[src/pkg/wdt_pkg.sv]
// Package with register map, field layout and timing constants of the watchdog
package wdt_pkg;
	// Register byte offsets
	localparam logic [3:0] OFS_ACTION  = 4'h0;
	localparam logic [3:0] OFS_CLOCK   = 4'h4;
	localparam logic [3:0] OFS_RESTART = 4'h8;
	localparam logic [3:0] OFS_STATUS  = 4'hc;
	localparam logic [3:0] OFS_IRQ_ST  = 4'h0;
	localparam logic [3:0] OFS_IRQ_CLR = 4'h4;
	localparam logic [3:0] OFS_IRQ_EN  = 4'h8;
	// Bank select: address bit 4 picks the interrupt bank
	localparam int         BANK_BIT    = 4;
	// Access keys
	localparam logic [11:0] ACTION_KEY  = 12'h234;
	localparam logic [11:0] CLOCK_KEY   = 12'h06e;
	localparam logic [15:0] RESTART_KEY = 16'hc071;
	// Field positions
	localparam int KEY_LSB      = 4;
	localparam int CLOCK_KEY_LSB = 7;
	localparam int PRELOAD_LSB  = 2;
	// Reset values
	localparam logic [3:0]  ACTION_RST  = 4'h0;
	localparam logic [5:0]  CLOCK_RST   = 6'h00;
	localparam logic [11:0] LOW_PRELOAD = 12'hfff;
	// Divider terminal counts, ratio minus one, per tick source code
	localparam logic [9:0]  DIV8    = 10'd7;
	localparam logic [9:0]  DIV32   = 10'd31;
	localparam logic [9:0]  DIV128  = 10'd127;
	localparam logic [9:0]  DIV1024 = 10'd1023;
	// Overflow pin low time in system clocks
	localparam int          PIN_LOW_CYCLES = 8;
	localparam logic [3:0]  PIN_LOW_LAST   = 4'(PIN_LOW_CYCLES - 1);
	// Overflow action enables
	typedef struct packed {
		logic pin_action_on;
		logic interrupt_action_on;
		logic reset_action_on;
		logic watchdog_on;
	} wdt_action_s;
	// Clock setup fields
	typedef struct packed {
		logic [3:0] high_preload_nibble;
		logic [1:0] tick_source_select;
	} wdt_clock_s;
	// Interrupt bank events: bit0 overflow, bit1 restart
	localparam int NUM_EVENTS = 2;
endpackage

[src/rtl/wdt_tick.sv]
// Prescaler producing one tick per selected system clock division
`timescale 1ns/100ps
module wdt_tick (
	input  wire logic       clk_i,    // System clock
	input  wire logic       rst_i,    // Synchronous reset
	input  wire logic       ce_i,     // Clock enable
	input  wire logic       clear_i,  // Restart the prescaler phase
	input  wire logic [1:0] sel_i,    // Tick source select
	output logic            tick_o    // One-cycle tick
);
	import wdt_pkg::*;

	logic [9:0] cnt;       // Prescale count
	logic [9:0] next_cnt;
	logic [9:0] limit;     // Terminal count of selected ratio

	// Divide ratio lookup
	always_comb begin
		case (sel_i)
			2'b00:   limit = DIV8;
			2'b01:   limit = DIV32;
			2'b10:   limit = DIV128;
			default: limit = DIV1024;
		endcase
		next_cnt = cnt;
		tick_o   = 1'b0;
		// Clearing on restart keeps the first interval full length
		if (clear_i) begin
			next_cnt = 10'h000;
		end else if (cnt >= limit) begin
			next_cnt = 10'h000;
			tick_o   = 1'b1;
		end else begin
			next_cnt = cnt + 10'h001;
		end
	end

	// Count register
	always_ff @(posedge clk_i) begin
		if (rst_i) begin
			cnt <= 10'h000;
		end else if (ce_i) begin
			cnt <= next_cnt;
		end
	end
endmodule

[src/rtl/wdt_top.sv]
// Watchdog timer with keyed setup, restart and overflow actions on Wishbone
// Contract
// - Tick is system clock over 8/32/128/1024
// - Sixteen-bit down counter reloaded on restart
// - Overflow raises reset, irq pulse, eight-cycle pin
// - Reload low twelve ones, high preload nibble
// - Clock setup written only with key 06e
// - Restart only on key c071
// - Overflow flag sticky until restart or reset
//
// Added by the designer: the address map and the Wishbone interface to the registers.
`timescale 1ns/100ps
module wdt_top (
	input  wire logic        clk_i,           // System clock, 25 MHz
	input  wire logic        rst_i,           // Synchronous reset, active high
	input  wire logic        ce_i,            // Clock enable, freezes all state when low
	input  wire logic        ext_reset_i,     // External reset seen by the flag
	input  wire logic        wb_cyc_i,        // Wishbone cycle
	input  wire logic        wb_stb_i,        // Wishbone strobe
	input  wire logic        wb_we_i,         // Wishbone write
	input  wire logic [4:0]  wb_adr_i,        // Wishbone byte address
	input  wire logic [3:0]  wb_sel_i,        // Wishbone byte selects
	input  wire logic [31:0] wb_dat_i,        // Wishbone write data
	output logic [31:0]      wb_dat_o,        // Wishbone read data
	output logic             wb_ack_o,        // Wishbone acknowledge
	output logic             int_reset_o,     // Internal reset request pulse
	output logic             overflow_irq_pulse_o, // One-cycle overflow pulse
	output logic             overflow_out_n_o,     // Overflow pin, active low
	output logic             irq_o            // Level interrupt
);
	import wdt_pkg::*;

	wdt_action_s action;            // Overflow action register
	wdt_action_s next_action;
	wdt_clock_s  clk_setup;         // Clock setup register
	wdt_clock_s  next_clk_setup;
	logic [15:0] count;             // Down counter
	logic [15:0] next_count;
	logic        overflow_flag;     // Sticky overflow flag
	logic        next_overflow_flag;
	logic [3:0]  pin_cnt;           // Remaining low time of overflow pin
	logic [3:0]  next_pin_cnt;
	logic        pin_low;           // Pin currently driven low
	logic        next_pin_low;
	logic        next_int_reset;
	logic        next_irq_pulse;
	logic [NUM_EVENTS-1:0] irq_status; // Sticky interrupt events
	logic [NUM_EVENTS-1:0] next_irq_status;
	logic [NUM_EVENTS-1:0] irq_enable; // Interrupt enables
	logic [NUM_EVENTS-1:0] next_irq_enable;
	logic        next_irq;
	logic [31:0] next_dat;
	logic        next_ack;
	logic        tick;              // Prescaled tick
	logic        wr;                // Write strobe this cycle
	logic        rd;                // Read strobe this cycle
	logic        restart;           // Keyed restart accepted
	logic        overflow;          // Overflow event this cycle
	logic        full_word;         // All byte lanes written

	// Byte lanes: keyed registers need whole-word writes, so partial ones are ignored
	function automatic logic is_reg(input logic [4:0] adr, input logic bank, input logic [3:0] ofs);
		return (adr[BANK_BIT] == bank) && (adr[3:0] == ofs);
	endfunction

	// Reload word: low twelve bits all ones, upper nibble from the preload field
	function automatic logic [15:0] reload_value(input logic [3:0] nibble);
		return {nibble, LOW_PRELOAD};
	endfunction

	// Ack high masks the request that the master still holds, so no access is served twice
	assign wr        = wb_cyc_i && wb_stb_i && wb_we_i && !wb_ack_o;
	assign rd        = wb_cyc_i && wb_stb_i && !wb_we_i && !wb_ack_o;
	assign full_word = (wb_sel_i == 4'hf);
	// Restart key fills the low half-word; the upper half is ignored
	assign restart   = wr && full_word && is_reg(wb_adr_i, 1'b0, OFS_RESTART)
	                   && (wb_dat_i[15:0] == RESTART_KEY);

	// Prescaler, restarted with the counter
	// A source change mid-interval ends the interval at once if the count is past the new limit
	wdt_tick u_tick (
		.clk_i   (clk_i),
		.rst_i   (rst_i),
		.ce_i    (ce_i),
		.clear_i (restart),
		.sel_i   (clk_setup.tick_source_select),
		.tick_o  (tick)
	);

	// Overflow happens on a tick with the counter already at zero
	// A restart in the same cycle takes precedence, so a late restart still saves the system
	assign overflow = action.watchdog_on && tick && (count == 16'h0000) && !restart;

	// Register, counter and action next-state logic
	always_comb begin
		next_action        = action;
		next_clk_setup     = clk_setup;
		next_count         = count;
		next_overflow_flag = overflow_flag;
		next_pin_cnt       = pin_cnt;
		next_pin_low       = pin_low;
		next_int_reset     = 1'b0;
		next_irq_pulse     = 1'b0;
		// Overflow action register, keyed
		if (wr && full_word && is_reg(wb_adr_i, 1'b0, OFS_ACTION)
		    && (wb_dat_i[15:KEY_LSB] == ACTION_KEY)) begin
			next_action = wdt_action_s'(wb_dat_i[3:0]);
		end
		// Clock setup register, keyed; the key sits above reserved bit six, which is ignored
		// A wrong key leaves both fields untouched, so a stray write cannot slow the watchdog
		if (wr && full_word && is_reg(wb_adr_i, 1'b0, OFS_CLOCK)
		    && (wb_dat_i[15:CLOCK_KEY_LSB] == 9'(CLOCK_KEY))) begin
			next_clk_setup = wdt_clock_s'(wb_dat_i[5:0]);
		end
		// Counter: restart reloads, tick decrements
		if (restart) begin
			next_count = reload_value(clk_setup.high_preload_nibble);
		end else if (action.watchdog_on && tick && (count != 16'h0000)) begin
			next_count = count - 16'h0001;
		end else if (overflow) begin
			next_count = reload_value(clk_setup.high_preload_nibble); // Free-run after overflow
		end
		// Sticky flag: set wins over external reset clear; restart blocks the set
		if (overflow) begin
			next_overflow_flag = 1'b1;
		end else if (restart || ext_reset_i) begin
			next_overflow_flag = 1'b0;
		end
		// Overflow actions
		// Pulses are registered, so they lag the overflow edge by one cycle
		// Pin counter runs down from the last index; the cycle at zero is the last low one
		if (overflow) begin
			next_int_reset = action.reset_action_on;
			next_irq_pulse = action.interrupt_action_on;
			if (action.pin_action_on) begin
				next_pin_low = 1'b1;
				next_pin_cnt = PIN_LOW_LAST;
			end
		end else if (pin_low) begin
			if (pin_cnt == 4'h0) begin
				next_pin_low = 1'b0;
			end else begin
				next_pin_cnt = pin_cnt - 4'h1;
			end
		end
	end

	// Interrupt bank and bus answer next-state logic
	always_comb begin
		next_irq_enable = irq_enable;
		next_irq_status = irq_status;
		next_dat        = 32'h0000_0000;
		next_ack        = wb_cyc_i && wb_stb_i && !wb_ack_o;
		// Clear first, so a same-cycle event set wins
		// Write data bits above the event count are ignored by clear and enable
		if (wr && is_reg(wb_adr_i, 1'b1, OFS_IRQ_CLR) && wb_sel_i[0]) begin
			next_irq_status = irq_status & ~wb_dat_i[NUM_EVENTS-1:0];
		end
		next_irq_status = next_irq_status | {restart, overflow};
		if (wr && is_reg(wb_adr_i, 1'b1, OFS_IRQ_EN) && wb_sel_i[0]) begin
			next_irq_enable = wb_dat_i[NUM_EVENTS-1:0];
		end
		// Level output from next values, so it follows the status with no extra cycle
		next_irq = |(next_irq_status & next_irq_enable);
		// Read mux; keys read as zero, unmapped reads zero
		if (rd) begin
			if (is_reg(wb_adr_i, 1'b0, OFS_ACTION)) begin
				// Action key field is never stored, so it reads as zero
				next_dat = {28'h0, action};
			end else if (is_reg(wb_adr_i, 1'b0, OFS_CLOCK)) begin
				next_dat = {26'h0, clk_setup};
			end else if (is_reg(wb_adr_i, 1'b0, OFS_STATUS)) begin
				next_dat = {31'h0, overflow_flag};
			end else if (is_reg(wb_adr_i, 1'b1, OFS_IRQ_ST)) begin
				next_dat = {30'h0, irq_status};
			end else if (is_reg(wb_adr_i, 1'b1, OFS_IRQ_EN)) begin
				next_dat = {30'h0, irq_enable};
			end else begin
				next_dat = 32'h0000_0000;
			end
		end
	end

	// State registers
	// Reset wins over the clock enable, so a frozen block can still be brought to a known state
	// Counter resets to the reload value of a zero preload
	always_ff @(posedge clk_i) begin
		if (rst_i) begin
			action               <= wdt_action_s'(ACTION_RST);
			clk_setup            <= wdt_clock_s'(CLOCK_RST);
			count                <= {CLOCK_RST[5:2], LOW_PRELOAD};
			overflow_flag        <= 1'b0;
			pin_cnt              <= 4'h0;
			pin_low              <= 1'b0;
			overflow_out_n_o     <= 1'b1;
			int_reset_o          <= 1'b0;
			overflow_irq_pulse_o <= 1'b0;
			irq_status           <= '0;
			irq_enable           <= '0;
			irq_o                <= 1'b0;
			wb_dat_o             <= 32'h0000_0000;
			wb_ack_o             <= 1'b0;
		end else if (ce_i) begin
			action               <= next_action;
			clk_setup            <= next_clk_setup;
			count                <= next_count;
			overflow_flag        <= next_overflow_flag;
			pin_cnt              <= next_pin_cnt;
			pin_low              <= next_pin_low;
			overflow_out_n_o     <= !next_pin_low;
			int_reset_o          <= next_int_reset;
			overflow_irq_pulse_o <= next_irq_pulse;
			irq_status           <= next_irq_status;
			irq_enable           <= next_irq_enable;
			irq_o                <= next_irq;
			wb_dat_o             <= next_dat;
			wb_ack_o             <= next_ack;
		end
	end
endmodule
[config.mk]
export PLATFORM = sky130hd
export DESIGN_NAME = wdt_top
export DESIGN_NICKNAME = d
export VERILOG_FILES = /design/src/pkg/wdt_pkg.sv /design/src/rtl/wdt_tick.sv /design/src/rtl/wdt_top.sv
export SDC_FILE = /design/constraint.sdc
export NUM_CORES = 1
export LEC_CHECK = 0
export BUFFER_PORTS_ARGS = -buffer_cell sky130_fd_sc_hd__buf_2
export CAP_MARGIN = 20
export CORE_MARGIN = 2
export CORE_UTILIZATION = 57
export CTS_CLUSTER_SIZE = 24
export DETAILED_ROUTE_END_ITERATION = 8
export PLACE_DENSITY = 0.85
export SYNTH_ARGS = -nofsm -noshare
export SYNTH_HDL_FRONTEND = slang
export SYNTH_SLANG_ARGS = --single-unit
[constraint.sdc]
create_clock -name clk_i -period 7.7 [get_ports clk_i]
set_clock_uncertainty 0.2 [all_clocks]
set_input_delay 1.155 -clock clk_i [delete_from_list [all_inputs] [get_ports clk_i]]
set_output_delay 1.155 -clock clk_i [all_outputs]
set_load 0.02 [all_outputs]
---- Word level (Yosys, flattened, before mapping) ----
Index checks and enable logic that the tools add are counted.
word-level totals
  flip-flop bits (word level) ............. 83
  input bits .............................. 48
  output and inout port bits .............. 37
  logic and storage cells ................. 114
operators by class
  $add $sub $neg .......................... 3
  order comparisons ....................... 1
  eq/ne operators ......................... 11
  multiplexer cells ....................... 28
  bitwise operators ....................... 5
  reduce and logical (&&, ||, !) cells .... 47
operator list
  operator               count
  $mux 16                3
  $pmux 10 s3            1
  $logic_and 1x1->1      28
  $mux 10                2
  $mux 6                 3
  $eq 16x16->1 const B   1
  $logic_not 16->1       1
  $mux 4                 4
  $reduce_bool 16->1     1
  $sub 16x1->16 const B  1
  $eq 12x10->1 const B   1
  $eq 4x4->1 const B     3
  $add 10x1->10 const B  1
  $ge 10x10->1           1
  $mux 1                 10
  $mux 2                 5
  $eq 9x7->1 const B     1
  $logic_not 4->1        2
  $reduce_and 2->1       4
  $and 2x2->2            2
  $eq 4x3->1 const B     1
  $logic_not 1->1        4
  $ne 2x2->1 const B     2
  $reduce_and 4->1       1
  11 further kinds       12

---- Depth between registers and ports, before layout ----
  depth after elaboration ................. 13
  depth in mapped cells ................... 10
  mapped depth without buffers ............ 9

---- Cells and area by module ----
Synthesis repeated with hierarchy kept, for this count alone.
second synthesis, totals
  cell total of the unflattened synthesis .. 425
  area total of the unflattened synthesis .. 3434.5 sq um
by module, submodules not included
  module    instances  cells each  area an instance (sq um)  sequential area each (sq um)
  wdt_top   1          340         2716.4                    940.9
  wdt_tick  1          85          718.2                     200.2

---- Worst setup path after synthesis ----
No wires, ideal clock.
  path type ............................... input to register
  from .................................... input wb_adr_i[2]
  to ...................................... register pin_cnt[1]
  setup time .............................. 0.091 ns
  arrival time ............................ 3.020 ns
  required time ........................... 7.409 ns
  setup slack ............................. 4.389 ns
  stages .................................. 10
  buffers on the path ..................... 3
  cell sequence ........................... buf_2 or3b_1 nor3_1 and3_1 buf_2 a2111oi_4 buf_2 nor2b_1 a211oi_1 a311oi_1
between the ends
  word-level cells in the longest chain between the ends .. 10
  elaborated cells on any way between the ends .. 14
  those cells by class .................... 3 x eq/ne; 2 x mux; 9 x reduce/logical
RTL lines
  what                                                                     line            source
  start, declared                                                          wdt_top.sv:21   input wire logic [4:0] wb_adr_i,
  $eq 4x4->1 (*)                                                           wdt_top.sv:63   return (adr[BANK_BIT] == bank) && (adr[3:0] == ofs);
  $logic_and 1x1->1 (*)                                                    wdt_top.sv:63
  $logic_and 1x1->1 (*)                                                    wdt_top.sv:76   assign restart = wr && full_word && is_reg(wb_adr_i, 1'b0, OFS_RESTART)
  $logic_and 1x1->1 (*)                                                    wdt_top.sv:77   && (wb_dat_i[15:0] == RESTART_KEY);
  $mux 1                                                                   wdt_tick.sv:28  if (clear_i) begin
  $logic_and 1x1->1 (2 in series)                                          wdt_top.sv:92   assign overflow = action.watchdog_on && tick && (count == 16'h0000) && !restart;
  $logic_and 1x1->1 (*)                                                    wdt_top.sv:92
  $ne 2x2->1 (no source line) / $reduce_bool 2->1 (equally long branches)  -
  $reduce_and 4->1 (no source line)                                        -
  end signal, assigned                                                     wdt_top.sv:208  pin_cnt <= next_pin_cnt;
  end, declared                                                            wdt_top.sv:41   logic [3:0] pin_cnt;
Every way passes the cells marked *; elsewhere a longest branch is shown, timed or not.
A chain may end at the register's enable or synchronous reset.

---- Worst setup path after layout ----
  from .................................... input wb_dat_i[0]
  to ...................................... register pin_cnt[3]
between the ends
  word-level cells in the longest chain between the ends .. 8
  elaborated cells on any way between the ends .. 12
  those cells by class .................... 3 x eq/ne; 2 x mux; 7 x reduce/logical
RTL lines
  what                                                                     line            source
  start, declared                                                          wdt_top.sv:23   input wire logic [31:0] wb_dat_i,
  $eq 16x16->1 (*)                                                         wdt_top.sv:77
  $logic_and 1x1->1 (*)                                                    wdt_top.sv:77
  $mux 1                                                                   wdt_tick.sv:28
  $logic_and 1x1->1 (2 in series)                                          wdt_top.sv:92
  $logic_and 1x1->1 (*)                                                    wdt_top.sv:92
  $ne 2x2->1 (no source line) / $reduce_bool 2->1 (equally long branches)  -
  $reduce_and 4->1 (no source line)                                        -
Marks and branches as above.

==> flow_summary.toml <==
[clock_tree]
clk_latency_ps = 330
ctsHtreeMaxLevel = 3
clockBufferDepth = 2
cts.sinks = 57
postCtsSetupBuffers = 0
cts_tree = "built"
cts_hold_buf = 0
cts_resized = 0
cts-root-buf = "clkbuf_8"
numCtsBuffers = 9
path_clk_slew_ps = 60

[synthesis]
seq_area_frac_synth_pct = 34.8
synth-async-reset-ratio_pct = 0
syn_inst = 410
synth_area_um2 = 3280
syn_area_per_cell_um2 = 7.99
netlist.area_leader.share_pct = 34.8
yosys_warnings = 0
ys_ff_latch = 57
yosys_most_used_dff = "dfxtp_1"
yosysUniqueCellTypes = 51
yosys.area.top_type = "dfxtp_1"
ys_top_cells_by_area = "dfxtp_1 (35%), buf_4 (6.0%), mux2i_1 (5.2%)"
synth_edf_count = 0

[floorplan]
fp.dieH_um = 79.8
die_w_um = 79.8
core_um2 = 5540
ios = 85
dieArea_um2 = 6370
initial_core_util_pct = 59.1
rows = 27

[placed_design]
place_ws_ps = 3920
dp_cells = 504
port_buffers = 42
dpl.hpwl_mm = 5.10
gp_congestion = 0.872

[final_layout]
area_growth_pct = 10.4
register_area_um2 = 1140
final_net_count = 497
final_layout_size_suffix_gt1_share_pct = 15.4
multi_input_area_um2 = 1910
fill_cells = 458
n_antenna_cell = 0
finalNonFillerCells = 519

[setup_path]
worst_setup_path_start_kind = "input pin"
crit_required_ps = 7740
worstPathCellList = "buf_2 > nor4bb_1 > and4_1 > and3_1 > a2111oi_4 > mux2i_1 > or3_1 > a211oi_1"
crit_path_max_incr_delay_ps = 760
crit_family = "simple AND/OR/NAND/NOR gates"
worstSetupPathType = "in -> reg"
critPathSlowestCell = "a2111oi_4"
cp.arrival_ps = 3510
crit_path_end_kind = "flip-flop"
critPathBufInv = 1
path_max_fanout = 11

[routing]
first_iter_violations = 193
wl_mm = 7.36
wl_per_cell_um = 14.2
drc = 0
viasPerCell = 5.85
drt_first_pass_iters = 5
route.antenna.remaining_nets = 0
route.vias.total = 3036

[grt]
track_usage_pct = 23.6
grt_pass1_vias = 2665
grt_pass1_wl_mm = 12.1
antenna_found_initial = 0
grt_max_degree = 48
gr-total-overflow = 0

[sta]
rsz0062_at_grt = "false"
final_max_slew_viol_count = 0
finalSetupTns_ps = 0
holdWs_ps = 258
setup_ws_ps = 4230
post-route-period-util_pct = 45.0
worstMarginPinSlew_ps = 871
hold_viol_final = 0
relSlewSlack_pct = 41.9
fmax_mhz = 289
setup_viol = 0
post-route-min-period_ps = 3470

[pwr]
power.share.clock_pct = 46.1
p_switching_mw = 0.150
power_density_nw_per_um2 = 177
seqPwrFrac_pct = 46.5
leakage_nw = 1.45
switching_share_pct = 23.4
p_int_mw = 0.492
vdd_drop_max_mv = 0.134
combPwrFrac_pct = 7.4

[min_path]
hold_path.class = "reg -> reg"

[run]
maxCapViolCount = 0

[status]
status = "completed"
state kept, by name, indices dropped and copies added (netlist names), 2 cells and up:
signal	count
irq_status	2
action	4
count	16
u_tick.cnt	10
irq_enable	2
wb_dat_o	6
clk_setup	6
pin_cnt	4
through the flow:
stage	util (%)	total power, mW	instance area [µm²]
floorplan	-	0.346	3370
detailed placement	61.4	0.351	3400
global route	65.3	0.664	3620
global placement	61.4	0.350	3400
finish	65.3	0.642	3620
CTS	65.3	0.646	3620
worst register-to-register path, stage by stage, from the launching register on:
cell	delay [ps]
dfxtp_1	430
nand2_1	160
ha_1	330
and3_1	190
a31oi_1	400
a21oi_1	370
a21o_1	260
a21oi_1	670
o311ai_0	280
layout by cell type, fill, tap and decap left out, drive strengths merged, types with 2 or more instances in the layout:
cell type and n:
a31oi 4, ha 6, nor2 46, a221oi 3, or3b 2, or4 6
o21ai 27, inv 12, nor4bb 2, or2 3, nand3 19, nor3 10
nor2b 7, xor2 3, nand2b 2, mux2i 17, a21oi 26, a22oi 6
nand4b 2, a311oi 2, nand4 3, nor3b 5, dfxtp 57, mux2 3
conb 26, o211ai 5, o21a 2, buf 43, nor4 15, nand2 34
o31ai 3, a211oi 4, or3 7, nand3b 3, clkbuf 13, and3 8
layout make-up:
type / instances / share of cell area [%]
Tap cell: 72 / 2.49
Inverter: 12 / 1.25
Clock inverter: 2 / 0.969
Timing Repair Buffer: 43 / 6.02
Sequential cell: 57 / 31.5
Clock buffer: 13 / 4.95
Multi-Input combinational cell: 320 / 52.8
kinds of logic (layout without fill, tap and decap cells):
group                      count (synthesis)  in the layout  synth area share (%)
AOI/OAI and AO/OA                         88             88                  16.8
xor gates and xnor gates                   4              4                  1.07
adders and majority gates                  6              6                  2.29
buffers and inverters                     58             70                  9.77
DFF                                       57             57                  34.8
muxes                                     20             20                  6.22
other                                      1             26                 0.114
and+or+nand+nor                          176            176                  28.9
synthesized netlist by cell type, drive strengths merged, types with 2 or more instances:
master and instances:
dfxtp 57, a221oi 3, or4 6, and3 8, xor2 3, nor2b 7
or2 3, nand4 3, nand4b 2, nand2b 2, nor4bb 2, nand3b 3
o211ai 5, a211oi 4, buf 31, o31ai 3, ha 6, or3b 2
a22oi 6, o21a 2, nor4 15, nand2 34, nor3b 5, nand3 19
o21ai 27, nor2 46, clkbuf 15, a21oi 26, or3 7, mux2i 17
a311oi 2, a31oi 4, nor3 10, inv 12, mux2 3
metal layers:
metal  up-vias  GRT usage, %  routed length, µm
met1      1417          29.9               3280
met3        11          4.19                431
met2       112          39.8               3550
li1       1496             -                  -
met5         -             0                  0
met4         0          9.66                 98
path summary, 6_finish.rpt:
path	start	to	slack (ps)	cells after the start
hold reg to reg	int_reset_o$_SDFFE_PP0P_	int_reset_o$_SDFFE_PP0P_	260	2
setup reg to reg	clk_setup[0]$_SDFFE_PP0P_	count[10]$_SDFFE_PP1P_	4240	8
setup / recovery	wb_dat_i[0]	pin_cnt[3]$_SDFFE_PP0P_	4230	8
hold / removal	int_reset_o$_SDFFE_PP0P_	int_reset_o$_SDFFE_PP0P_	260	2
power by group through the flow:
stage,clock network (mW),registers (mW),logic (mW)
floorplan,0,0.305,0.0414
global placement,0,0.305,0.0458
detailed placement,0,0.305,0.0466
CTS,0.301,0.298,0.0469
global route,0.314,0.298,0.0518
finish,0.296,0.298,0.0476
Power figures use the tool's default switching activity.
